--- config.mk ---
export PLATFORM = sky130hd
export DESIGN_NAME = lbm_local_bus
export DESIGN_NICKNAME = d
export VERILOG_FILES = /design/src/lbm_pkg.sv /design/src/lbm_clock_gen.sv /design/src/lbm_local_bus.sv
export SDC_FILE = /design/constraint.sdc
export NUM_CORES = 1
export LEC_CHECK = 0
export BUFFER_PORTS_ARGS = -buffer_cell sky130_fd_sc_hd__buf_2
export CAP_MARGIN = 20
export CORE_MARGIN = 2
export CORE_UTILIZATION = 55
export CTS_BUF_LIST = sky130_fd_sc_hd__clkbuf_4 sky130_fd_sc_hd__clkbuf_8
export CTS_CLUSTER_SIZE = 30
export DETAILED_ROUTE_END_ITERATION = 10
export PLACE_DENSITY = 0.85
export SLEW_MARGIN = 20
export SYNTH_ARGS = -nofsm -noshare
export SYNTH_HDL_FRONTEND = slang
export SYNTH_HIERARCHICAL = 1
export SYNTH_SLANG_ARGS = --single-unit
--- constraint.sdc ---
create_clock -name ref_clk -period 2.9 [get_ports ref_clk]
set_clock_uncertainty 0.05 [all_clocks]
set_input_delay 0.435 -clock ref_clk [delete_from_list [all_inputs] [get_ports ref_clk]]
set_output_delay 0.435 -clock ref_clk [all_outputs]
set_load 0.02 [all_outputs]
--- src/lbm_pkg.sv ---
// Shared constants, carrier types and state encodings for the local bus master interface.
package lbm_pkg;
  localparam int          DATA_W      = 8;
  localparam int          WAIT_W      = 4;
  localparam logic [7:0]  DATA_RESET  = 8'h00;
  localparam logic [3:0]  WAIT_RESET  = 4'h0;
  localparam logic        ASYNC_RESET = 1'b0;
  localparam logic [1:0]  TM_OK       = 2'h0;
  localparam logic [3:0]  WAIT_ZERO   = 4'h0;
  localparam logic [3:0]  WAIT_ONE    = 4'h1;

  typedef struct packed {
    logic              asyncAck;
    logic [WAIT_W-1:0] waitCount;
  } lbm_cfg_t;

  typedef struct packed {
    logic              write;
    logic [DATA_W-1:0] data;
  } lbm_xfer_t;

  typedef enum logic [3:0] {
    M_IDLE = 4'b0001,
    M_REQ  = 4'b0010,
    M_WAIT = 4'b0100,
    M_END  = 4'b1000
  } lbm_mst_t;

  typedef enum logic [3:0] {
    S_IDLE  = 4'b0001,
    S_WAIT  = 4'b0010,
    S_ALIGN = 4'b0100,
    S_ACK   = 4'b1000
  } lbm_slv_t;
endpackage

--- src/lbm_clock_gen.sv ---
// Derives the double-rate phase and the symmetrical board clock from the two phase inputs.
`timescale 1ns/1ps
module lbm_clock_gen (
  input  wire logic ref_clk,
  input  wire logic rst_b,
  input  wire logic earlyPhaseClock,
  input  wire logic latePhaseClock,
  output logic      phase20,
  output logic      boardClockOut
);
  import lbm_pkg::*;

  logic phase20_reg;
  logic phase20_next;
  logic board_reg;
  logic board_next;

  // The two inputs are half a period apart, so their difference runs at twice the rate.
  always_comb begin
    phase20_next = earlyPhaseClock ^ latePhaseClock;
    board_next   = board_reg;
    if (phase20_next && !phase20_reg) begin
      board_next = !board_reg;
    end
  end

  always_ff @(posedge ref_clk or negedge rst_b) begin
    if (!rst_b) begin
      phase20_reg <= 1'b0;
      board_reg   <= 1'b0;
    end else begin
      phase20_reg <= phase20_next;
      board_reg   <= board_next;
    end
  end

  assign phase20       = phase20_reg;
  assign boardClockOut = board_reg;
endmodule

--- src/lbm_local_bus.sv ---
// Local bus mastership, relinquish-and-retry and transfer acknowledge handling.
`timescale 1ns/1ps
// Contract
// - Request local bus low when mastership needed.
// - Wait for grant low before using bus.
// - Assert grant acknowledge once bus is owned.
// - Derive double-rate clock and symmetrical board clock.
// - Provide eight-bit bidirectional active-high data path.
// - Collision: fault and stop both driven low.
// - Hold stop low until bus release cycle.
// - Release fault shortly after address strobe rises.
// - Backplane error status drives fault low.
// - Read ends on acknowledge low, data latched.
// - Write ends when accessed device acknowledges low.
// - Drive acknowledge low for processor slave cycles.
// - Wait-state count applies to I/O ranges.
// - Acknowledge sync or async, sync after reset.
module lbm_local_bus (
  input  wire logic              ref_clk,
  input  wire logic              rst_b,
  input  wire logic              earlyPhaseClock,
  input  wire logic              latePhaseClock,
  output logic                   phase20,
  output logic                   boardClockOut,
  input  wire logic              mastReq,
  input  wire lbm_pkg::lbm_xfer_t mastXfer,
  output logic                   mastDone,
  output logic [7:0]             mastRdData,
  output logic                   localBusRequest_b,
  input  wire logic              localBusGrant_b,
  output logic                   grantAcknowledge_b,
  input  wire logic              addrStrobeIn_b,
  output logic                   addrStrobeOut_b,
  output logic                   addrStrobeOe,
  input  wire logic              xferAckIn_b,
  output logic                   xferAckOut_b,
  output logic                   xferAckOe,
  input  wire logic [7:0]        localDataIn,
  output logic [7:0]             localDataOut,
  output logic                   localDataOe,
  input  wire logic              slaveSelect,
  input  wire logic              ioRange,
  input  wire logic              slaveReady,
  input  wire logic              cfgLoad,
  input  wire lbm_pkg::lbm_cfg_t cfgIn,
  input  wire logic              incomingBackplane,
  input  wire logic              procToBackplane,
  input  wire logic              ackCycle,
  input  wire logic              transferModeHigh,
  input  wire logic              transferModeLow,
  input  wire logic              busReleaseCycle,
  output logic                   busFaultSignal_b,
  output logic                   stopRequest_b
);
  import lbm_pkg::*;

  lbm_mst_t  mst_reg, mst_next;
  logic      req_reg, req_next, gack_reg, gack_next;
  logic      asOut_reg, asOut_next, asOe_reg, asOe_next;
  logic      dOe_reg, dOe_next, done_reg, done_next;
  logic [7:0] dOut_reg, dOut_next, rd_reg, rd_next;
  logic      wr_reg, wr_next;

  lbm_slv_t  slv_reg, slv_next;
  logic [3:0] cnt_reg, cnt_next;
  logic      ackOut_reg, ackOut_next, ackOe_reg, ackOe_next;
  lbm_cfg_t  cfg_reg, cfg_next;

  logic      fault_reg, fault_next, stop_reg, stop_next;
  logic      procCycle, collision, tmError;

  lbm_clock_gen u_clk (
    .ref_clk         (ref_clk),
    .rst_b           (rst_b),
    .earlyPhaseClock (earlyPhaseClock),
    .latePhaseClock  (latePhaseClock),
    .phase20         (phase20),
    .boardClockOut   (boardClockOut)
  );

  // Master tenure on the local bus for backplane or auxiliary requests.
  always_comb begin
    mst_next   = mst_reg;
    req_next   = req_reg;
    gack_next  = gack_reg;
    asOut_next = asOut_reg;
    asOe_next  = asOe_reg;
    dOe_next   = dOe_reg;
    dOut_next  = dOut_reg;
    rd_next    = rd_reg;
    wr_next    = wr_reg;
    done_next  = 1'b0;
    unique case (mst_reg)
      M_IDLE: begin
        if (mastReq) begin
          req_next  = 1'b0;
          wr_next   = mastXfer.write;
          dOut_next = mastXfer.data;
          mst_next  = M_REQ;
        end
      end
      // The strobe must be high too, or the processor's own cycle would be cut short.
      M_REQ: begin
        if (!localBusGrant_b && addrStrobeIn_b) begin
          gack_next  = 1'b0;
          asOut_next = 1'b0;
          asOe_next  = 1'b1;
          dOe_next   = wr_reg;
          mst_next   = M_WAIT;
        end
      end
      M_WAIT: begin
        if (!xferAckIn_b) begin
          if (!wr_reg) begin
            rd_next = localDataIn;
          end
          done_next  = 1'b1;
          asOut_next = 1'b1;
          dOe_next   = 1'b0;
          mst_next   = M_END;
        end
      end
      M_END: begin
        asOe_next = 1'b0;
        req_next  = 1'b1;
        gack_next = 1'b1;
        mst_next  = M_IDLE;
      end
    endcase
  end

  always_ff @(posedge ref_clk or negedge rst_b) begin
    if (!rst_b) begin
      mst_reg   <= M_IDLE;
      req_reg   <= 1'b1;
      gack_reg  <= 1'b1;
      asOut_reg <= 1'b1;
      asOe_reg  <= 1'b0;
      dOe_reg   <= 1'b0;
      dOut_reg  <= DATA_RESET;
      rd_reg    <= DATA_RESET;
      wr_reg    <= 1'b0;
      done_reg  <= 1'b0;
    end else begin
      mst_reg   <= mst_next;
      req_reg   <= req_next;
      gack_reg  <= gack_next;
      asOut_reg <= asOut_next;
      asOe_reg  <= asOe_next;
      dOe_reg   <= dOe_next;
      dOut_reg  <= dOut_next;
      rd_reg    <= rd_next;
      wr_reg    <= wr_next;
      done_reg  <= done_next;
    end
  end

  // A processor cycle is only seen while this block is not the master.
  assign procCycle = !addrStrobeIn_b && (mst_reg == M_IDLE);
  assign collision = procCycle && procToBackplane && incomingBackplane;
  assign tmError   = procCycle && procToBackplane && ackCycle &&
                     ({transferModeHigh, transferModeLow} != TM_OK);

  // Relinquish-and-retry and backplane error signalling.
  always_comb begin
    fault_next = fault_reg;
    stop_next  = stop_reg;
    if (busReleaseCycle) begin
      stop_next = 1'b1;
    end
    if (!fault_reg && addrStrobeIn_b) begin
      fault_next = 1'b1;
    end
    if (collision) begin
      fault_next = 1'b0;
      stop_next  = 1'b0;
    end else if (tmError) begin
      fault_next = 1'b0;
    end
  end

  always_ff @(posedge ref_clk or negedge rst_b) begin
    if (!rst_b) begin
      fault_reg <= 1'b1;
      stop_reg  <= 1'b1;
    end else begin
      fault_reg <= fault_next;
      stop_reg  <= stop_next;
    end
  end

  // Slave acknowledge toward the processor, with wait states for I/O ranges.
  always_comb begin
    slv_next    = slv_reg;
    cnt_next    = cnt_reg;
    ackOut_next = ackOut_reg;
    ackOe_next  = ackOe_reg;
    cfg_next    = cfg_reg;
    if (cfgLoad) begin
      cfg_next = cfgIn;
    end
    unique case (slv_reg)
      S_IDLE: begin
        if (procCycle && slaveSelect && fault_reg && !collision) begin
          cnt_next = ioRange ? cfg_reg.waitCount : WAIT_ZERO;
          slv_next = S_WAIT;
        end
      end
      S_WAIT: begin
        if (!fault_reg || addrStrobeIn_b) begin
          slv_next = S_IDLE;
        end else if (cnt_reg != WAIT_ZERO) begin
          cnt_next = cnt_reg - WAIT_ONE;
        end else if (slaveReady) begin
          if (cfg_reg.asyncAck) begin
            ackOut_next = 1'b0;
            ackOe_next  = 1'b1;
            slv_next    = S_ACK;
          end else begin
            slv_next = S_ALIGN;
          end
        end
      end
      // The sync path costs one cycle: S_ALIGN waits one ref_clk cycle, without looking at the board clock.
      S_ALIGN: begin
        ackOut_next = 1'b0;
        ackOe_next  = 1'b1;
        slv_next    = S_ACK;
      end
      S_ACK: begin
        if (addrStrobeIn_b) begin
          ackOut_next = 1'b1;
          ackOe_next  = 1'b0;
          slv_next    = S_IDLE;
        end
      end
    endcase
  end

  always_ff @(posedge ref_clk or negedge rst_b) begin
    if (!rst_b) begin
      slv_reg    <= S_IDLE;
      cnt_reg    <= WAIT_RESET;
      ackOut_reg <= 1'b1;
      ackOe_reg  <= 1'b0;
      cfg_reg    <= '{asyncAck: ASYNC_RESET, waitCount: WAIT_RESET};
    end else begin
      slv_reg    <= slv_next;
      cnt_reg    <= cnt_next;
      ackOut_reg <= ackOut_next;
      ackOe_reg  <= ackOe_next;
      cfg_reg    <= cfg_next;
    end
  end

  assign mastDone           = done_reg;
  assign mastRdData         = rd_reg;
  assign localBusRequest_b  = req_reg;
  assign grantAcknowledge_b = gack_reg;
  assign addrStrobeOut_b    = asOut_reg;
  assign addrStrobeOe       = asOe_reg;
  assign xferAckOut_b       = ackOut_reg;
  assign xferAckOe          = ackOe_reg;
  assign localDataOut       = dOut_reg;
  assign localDataOe        = dOe_reg;
  assign busFaultSignal_b   = fault_reg;
  assign stopRequest_b      = stop_reg;
endmodule

After elaboration in Yosys (flattened, before gate mapping)
Cells that the tools add are included.

Bitwise logic cells: 3. Muxes and demuxes: 46. Eq/ne operators: 20. $add $sub $neg: 1. Reductions and logical operators: 36.

Operators with widths (count): $mux 4 (13); $pmux 4 s4 (2); $mux 1 (23); $ne 2x2->1 const B (10); $reduce_bool 2->1 (6); $logic_and 1x1->1 (11); $pmux 1 s2 (5); $reduce_and 3->1 (3); $eq 4x1->1 const B (2); $eq 4x2->1 const B (2); $eq 4x3->1 const B (2); $eq 4x4->1 const B (2); $pmux 4 s2 (1); $reduce_and 4->1 (2); $logic_not 1->1 (6); $ne 3x3->1 const B (2); $pmux 1 s3 (2); $reduce_and 2->1 (3); $reduce_and 6->1 (1); $reduce_bool 3->1 (2); $reduce_bool 4->1 (1); $sub 4x1->4 const B (1); $not 1->1 (2); $logic_or 1x1->1 (1); $xor 1x1->1 (1).

Output and inout bits: 28. Bits in registers: 46.

Longest topological paths before layout
Gate-level depths: netlist of run 1.

Depth after elaboration: 8. Gate-level depth with buffers: 6. Depth with buffers taken out: 6.

Cells and area by module
The synthesis of run 1 kept the hierarchy.

By module, submodules not included: lbm_local_bus (times used 1, seq. area each 1111.1 um^2, cells each 171, area an instance 2048.2 um^2); lbm_clock_gen (times used 1, seq. area each 50.0 um^2, cells each 5, area an instance 73.8 um^2).

Least setup slack after synthesis of run 1
Ideal clock, no wire load.

Path kind: register -> register. Start: register slv_reg[2]. End: register cnt_reg[1]. Path slack: 1.016 ns. Data arrival time: 1.709 ns. Clock period less this slack: 1.884 ns. Library setup time: 0.125 ns. Path buffers: 1. Stages on the path, launching flop included: 6. Data required time: 2.725 ns. Path through: dfrtp_1 buf_6 or4b_4 nor3_2 o21bai_2 mux2_2.

Word-level cells in the longest chain between the ends: 3.

RTL lines: start, declared (RTL line lbm_local_bus.sv:64) `lbm_slv_t slv_reg, slv_next;`; start signal, assigned (RTL line lbm_local_bus.sv:248) `slv_reg <= slv_next;`; $eq 4x2->1 or $eq 4x1->1 (tied branches) (RTL line lbm_local_bus.sv:202) `unique case (slv_reg)`; $ne 2x2->1 (no source line) or $reduce_bool 2->1 (tied branches); $reduce_and 4->1 (no source line); end signal, assigned (RTL line lbm_local_bus.sv:249) `cnt_reg <= cnt_next;`; end, declared (RTL line lbm_local_bus.sv:65) `logic [3:0] cnt_reg, cnt_next;`.

Several ways; a longest one is shown, not always the timed one. A chain may end at the register's enable or synchronous reset.

Worst setup path after layout of run 1
Start: register mst_reg[1]. End: register rd_reg[1], in the netlist mastRdData[1].

Word-level cells in the longest chain between the ends: 2.

RTL lines: start, declared (RTL line lbm_local_bus.sv:57) `lbm_mst_t mst_reg, mst_next;`; start signal, assigned (RTL line lbm_local_bus.sv:145) `mst_reg <= mst_next;`; $eq 4x3->1 (RTL line lbm_local_bus.sv:93) `unique case (mst_reg)`; $reduce_and 3->1 (no source line); end signal, assigned (RTL line lbm_local_bus.sv:152) `rd_reg <= rd_next;`; end, declared (RTL line lbm_local_bus.sv:61) `logic [7:0] dOut_reg, dOut_next, rd_reg, rd_next;`.

Every way passes these cells.

==> results of run 1 <==
## worst max-delay path, delay by kind of cell (launching register included)
kind / cells / cell delay [ns]
DFF: 1 / 0.45
and+or+nand+nor: 3 / 1.27
muxes: 1 / 0.41
## metrics by stage
step,utilization,area [um^2]
after floorplan,-,2120
after global placement,0.674,2490
after detailed placement,0.674,2490
after CTS,0.705,2600
after global routing,0.706,2600
final,0.706,2600
## worst min path at each step
| stage | startpoint | cells after the start | to |
|---|---|---|---|
| 5_1_grt | rst_b | 1 | mst_reg[1] |
| 2_1_floorplan | rst_b | 0 | addrStrobeOe |
| 3_3_place_gp | cfg_reg[4] | 1 | slv_reg[2] |
| 3_5_place_dp | cfg_reg[4] | 1 | slv_reg[2] |
| 6_report | rst_b | 1 | u_clk/boardClockOut |
| 4_1_cts | rst_b | 1 | addrStrobeOe |
## placed cells by master (no fill, tap or decap), drive strengths merged, types with 2 or more instances in the layout
cell type	instances
nand2b	3
nor4b	6
nor4bb	2
or4	2
nand2	11
nor3b	3
dfrtp	38
mux2	23
o21ai	8
clkbuf	6
inv	5
o21a	2
xnor2	2
mux2i	2
nor2b	2
buf	67
nor2	12
xor2	2
a21oi	6
dfstp	8
nand3b	2
nand3	6
nor3	6
## power breakdown
group	leakage (nW)	switching [mW]	total, mW	internal [mW]
logic	0.638	0.369	0.680	0.310
clock network	0.0573	0.197	0.473	0.276
registers	0.562	0.128	0.935	0.806
## cells by family (layout without fill, tap and decap cells)
group / Yosys count / in the layout / synth area share
adder cells (fa/ha/maj): 1 / 1 / 0.00590
XOR/XNOR: 4 / 4 / 0.0165
AND/OR/NAND/NOR: 61 / 61 / 0.182
buffers and inverters: 10 / 79 / 0.0230
multiplexers: 25 / 25 / 0.131
AO/OA/AOI/OAI: 29 / 29 / 0.0943
flip-flops: 46 / 46 / 0.547
## cell type report
| type | count | area (um^2) | area share |
|---|---|---|---|
| sequential | 46 | 1160 | 0.446 |
| inverter | 5 | 18.8 | 0.00721 |
| clock inverter | 1 | 30.0 | 0.0115 |
| multi-input combinational | 120 | 912 | 0.350 |
| tap | 48 | 60.1 | 0.0231 |
| clock buffer | 6 | 82.6 | 0.0317 |
| timing repair buffer | 67 | 338 | 0.130 |
## metal layers
layer	track usage	part of all wire	vias up
met3	0.0698	0.085	6
met2	0.341	0.46	64
met5	0	0	-
li1	-	-	780
met1	0.284	0.44	778
met4	0.0842	0.013	0
==> metrics, run 1 <==
FFs w/ async S/R, synth=1.00; drt first pass iters=4; crit end category=flop; maximum fanout along the worst path=8; root buffer cell=clkbuf_8; Synth warnings=6; Cell Count Post-Placement=286; Setup WS pre-CTS=0.602 ns; clock slew at the register clock pins of the worst setup and hold paths=0.08 ns; CTS sink count=46; Area Overhead vs Synth=22.6%; min Tclk post-route=2.29 ns; Die Y-Extent=66.1 um; count leader, synth=dfrtp_1; DPL Wire Length=3140 um; Slew @ Worst Pin=0.922 ns; Ports=68; Final Hold Viols=0; total global-route track usage=0.219; Yosys top cell area share=0.448; Final Worst Setup Slack=0.608 ns; largest net degree at the start of global routing=47; Synth cell types=52; crit path to=mastRdData[1]; Fmax achieved=436 MHz; CTS tree=yes; max-cap viol count=0; Most used DFF post-synth=dfrtp_1; #FFs+latches synth=46; non-filler cells in the finished layout=293; number of buffers created by CTS=5; remaining global-route overflow=0; worst r2r path cells=4; Req. time, crit path=3.03 ns; Gates resized, CTS repair=0; worst vdd ir=0.000611 V; top cells by area, synth=dfrtp_1, mux2_2, dfstp_2; Worst-Skew Late Latency=0.29 ns; Post-synth top cells=dfrtp_1, mux2_2, nor2_1; synthesized instance count=176; post-detailed-route wirelength per cell=14.4 um; area of the mapped netlist=2120 um^2; CP Launch Type=flop; Die X-Extent=66.1 um; Slowest cell on crit path=nor2b_1; Routability Congestion=0.905; Via Count=1,628; Die ar.=4370 um^2; proportion of layout cells with a drive suffix above 1=0.461; critical path startpoint=mst_reg[1]; deepest clock path buffer count=2; final wirelength=4220 um; final period utilization=0.790; Tot Pwr=2.09 mW; antenna cells=0; Starting DRT DRC Count=109; Hold-fix buffers, CTS=0; Residual DRC=0; Post-synth EDFFs=0; Hold Crit Class=input port to asynchronous set/reset pin; Vias/cell=5.56; mean area per synthesized cell=12.1 um^2; Setup violations, final=0; Post-Route Setup TNS=0 ns; status=finished, final reports clean; unrepaired setup endpoints after global routing=no; I/O Buffers=67; RR Startpoint=mst_reg[1]; WP data arrival=2.42 ns; crit path kind=flop to flop; core area=3690 um^2; row count=22; vias in the first global route=1,630; capture point of the worst reg-to-reg path=mastRdData[1]; H-Tree Depth=2; register area share after synthesis=0.547; critical path's largest stage delay=0.63 ns; fillcell total=280; max-slew violations=0; Syn Nets=217; hold slack=0.0883 ns; Rel. slew slack=0.377; worst path cell trace=or2_1 -> nor4b_4 -> nor2b_1 -> mux2_2; initial core utilization=0.575; first-pass GRT wire length=7240 um; setup repair bufs after CTS=0; final net count=286; PwrDens=802 nW/um^2; Synth area leader=dfrtp_1; post-route ant nets=0; Leak=1.26 nW; R2R setup slack=0.61 ns; initial antenna violation count=0
(Power assumes the default switching activity.)
==> inputs of run 2 (changes only) <==
--- a/config.mk
+++ b/config.mk
@@ -5,14 +5,15 @@
 export SDC_FILE = /design/constraint.sdc
 export NUM_CORES = 1
 export LEC_CHECK = 0
+export ABC_AREA = 1
 export BUFFER_PORTS_ARGS = -buffer_cell sky130_fd_sc_hd__buf_2
 export CAP_MARGIN = 20
 export CORE_MARGIN = 2
-export CORE_UTILIZATION = 55
+export CORE_UTILIZATION = 52
 export CTS_BUF_LIST = sky130_fd_sc_hd__clkbuf_4 sky130_fd_sc_hd__clkbuf_8
 export CTS_CLUSTER_SIZE = 30
 export DETAILED_ROUTE_END_ITERATION = 10
-export PLACE_DENSITY = 0.85
+export PLACE_DENSITY = 0.81
 export SLEW_MARGIN = 20
 export SYNTH_ARGS = -nofsm -noshare
 export SYNTH_HDL_FRONTEND = slang
==> constraint.sdc (replaced) <==
create_clock -name ref_clk -period 2.18 [get_ports ref_clk]
set_clock_uncertainty 0.05 [all_clocks]
set_input_delay 0.327 -clock ref_clk [delete_from_list [all_inputs] [get_ports ref_clk]]
set_output_delay 0.327 -clock ref_clk [all_outputs]
set_load 0.02 [all_outputs]
==> run 2 against run 1 <==
  * Final cell count increased by 32%
  * Via count rose by 20%
  * Critical path depth is 1 higher
  * Combinational power increased by 88%
  * Register-to-register slack worse by 0.03 ns
  * Final area increased by 2.2%
  * Maximum frequency up 43%
  * Count of clock-buffer cells in the layout did not move
  * Sequential share of layout area shrank 0.94 points
  * Routed wire length up 7.0%
  * Worst hold slack improved by 0.063 ns
  * Sequential power grew 37%
  * Largest cell class unchanged
==> metrics, run 2 <==
PwrDens=1160 nW/um^2; placed instance area=2550 um^2; drt first pass iters=4; max-cap viol count=0; maximum fanout along the worst path=11; initial antenna violation count=0; Synth area leader=dfrtp_1; final net count=378; crit end category=flop; Via Count=1,949; Hold Crit Class=input port to flop; count leader, synth=nand2_1; first-pass GRT wire length=7470 um; initial core utilization=0.539; final instance area=2660 um^2; Final Worst Setup Slack=0.580 ns; Post-synth EDFFs=0; largest net degree at the start of global routing=21; Setup violations, final=0; non-filler cells in the finished layout=388; status=finished, final reports clean; mean area per synthesized cell=8.17 um^2; core area=4000 um^2; clock slew at the register clock pins of the worst setup and hold paths=0.08 ns; CTS sink count=46; Post-synth top cells=nand2_1, dfrtp_1, inv_1; row count=23; antenna cells=0; DPL Wire Length=3430 um; Ports=68; Setup WS pre-CTS=0.590 ns; vias in the first global route=1,777; max-slew violations=0; Syn Nets=305; R2R setup slack=0.58 ns; top cells by area, synth=dfrtp_1, nand2_1, dfstp_2; post-detailed-route wirelength per cell=11.6 um; proportion of layout cells with a drive suffix above 1=0.293; Req. time, crit path=2.29 ns; Synth warnings=6; Cell Count Post-Placement=379; number of buffers created by CTS=5; Routability Congestion=0.867; root buffer cell=clkbuf_8; WP data arrival=1.71 ns; min Tclk post-route=1.60 ns; Most used DFF post-synth=dfrtp_1; H-Tree Depth=2; CP Launch Type=flop; setup repair bufs after CTS=0; final wirelength=4520 um; area of the mapped netlist=2160 um^2; most frequent cells in the layout=nand2_1, buf_2, dfrtp_1, inv_1, nand3_1; register area share after synthesis=0.538; Area Overhead vs Synth=23.3%; Worst-Skew Late Latency=0.29 ns; post-route ant nets=0; Die ar.=4680 um^2; Leak=1.51 nW; worst vdd ir=0.000692 V; CTS tree=yes; final period utilization=0.734; hold slack=0.152 ns; Slew @ Worst Pin=0.436 ns; #FFs+latches synth=46; Tot Pwr=3.10 mW; Hold-fix buffers, CTS=1; total global-route track usage=0.210; Starting DRT DRC Count=90; unrepaired setup endpoints after global routing=no; Die Y-Extent=68.4 um; Die X-Extent=68.4 um; Final Hold Viols=0; Residual DRC=0; crit path kind=flop to flop; FFs w/ async S/R, synth=1.00; Fmax achieved=625 MHz; Vias/cell=5.02; Yosys top cell area share=0.441; commonest non-fill, non-tap cell in the layout=nand2_1; Rel. slew slack=0.709; Gates resized, CTS repair=0; synthesized instance count=264; I/O Buffers=67; Final Util=0.665; Synth cell types=27; deepest clock path buffer count=2; remaining global-route overflow=0; Post-Route Setup TNS=0 ns
[run 2: cell count changes after synthesis, moves of 4 or more]
cell,before,now
mux2_2,22,1
nor2_2,0,4
nor4b_1,4,0
nand2_1,10,87
inv_1,5,36
nand3_1,6,26
o21ai_0,6,21
a21oi_1,6,1
[run 2: where the power goes]
group / switching (mW) / internal, mW / leakage [nW]
combinational: 0.844 / 0.433 / 0.897
sequential: 0.145 / 1.13 / 0.564
clock: 0.285 / 0.255 / 0.0472
[run 2: area by class of cell]
| class | instances | area [um^2] |
|---|---|---|
| Tap cell | 50 | 62.6 |
| Clock buffer | 6 | 82.6 |
| Fill cell | 343 | 1340 |
| Multi-Input combinational cell | 177 | 837 |
| Clock inverter | 2 | 12.5 |
| Timing Repair Buffer | 71 | 368 |
| Sequential cell | 46 | 1160 |
| Inverter | 36 | 135 |
[run 2: per-layer routing]
layer	routed length [um]	vias to the layer above	global-route usage
met3	199	4	0.0378
met2	2330	56	0.356
li1	-	975	-
met4	32	0	0.0525
met1	1950	914	0.277
met5	0	-	0
[run 2: worst max-delay path, stage by stage, from the launching register on]
cell,delay [ns]
dfstp_2,0.54
nand2_1,0.06
nor2_2,0.15
inv_1,0.18
nor2_2,0.35
o21ai_0,0.14
[run 2: final timing paths]
path / from / end / depth (start not counted)
setup / recovery: mst_reg[0] / wr_reg / 5
hold / removal: incomingBackplane / stopRequest_b / 2
setup reg to reg: mst_reg[0] / wr_reg / 5
hold reg to reg: xferAckOut_b / xferAckOut_b / 2
max in group asynchronous: rst_b / addrStrobeOut_b / 3
min in group asynchronous: rst_b / xferAckOe / 2
[run 2: cells by family (layout without fill, tap and decap cells)]
| group | count (synthesis) | in the layout | synth area share |
|---|---|---|---|
| compound gates | 27 | 27 | 0.0719 |
| mux | 1 | 1 | 0.00522 |
| simple gates | 147 | 147 | 0.301 |
| flops | 46 | 46 | 0.538 |
| fa+ha+maj | 1 | 1 | 0.00580 |
| xor+xnor | 1 | 1 | 0.00406 |
| buf+inv | 41 | 115 | 0.0737 |
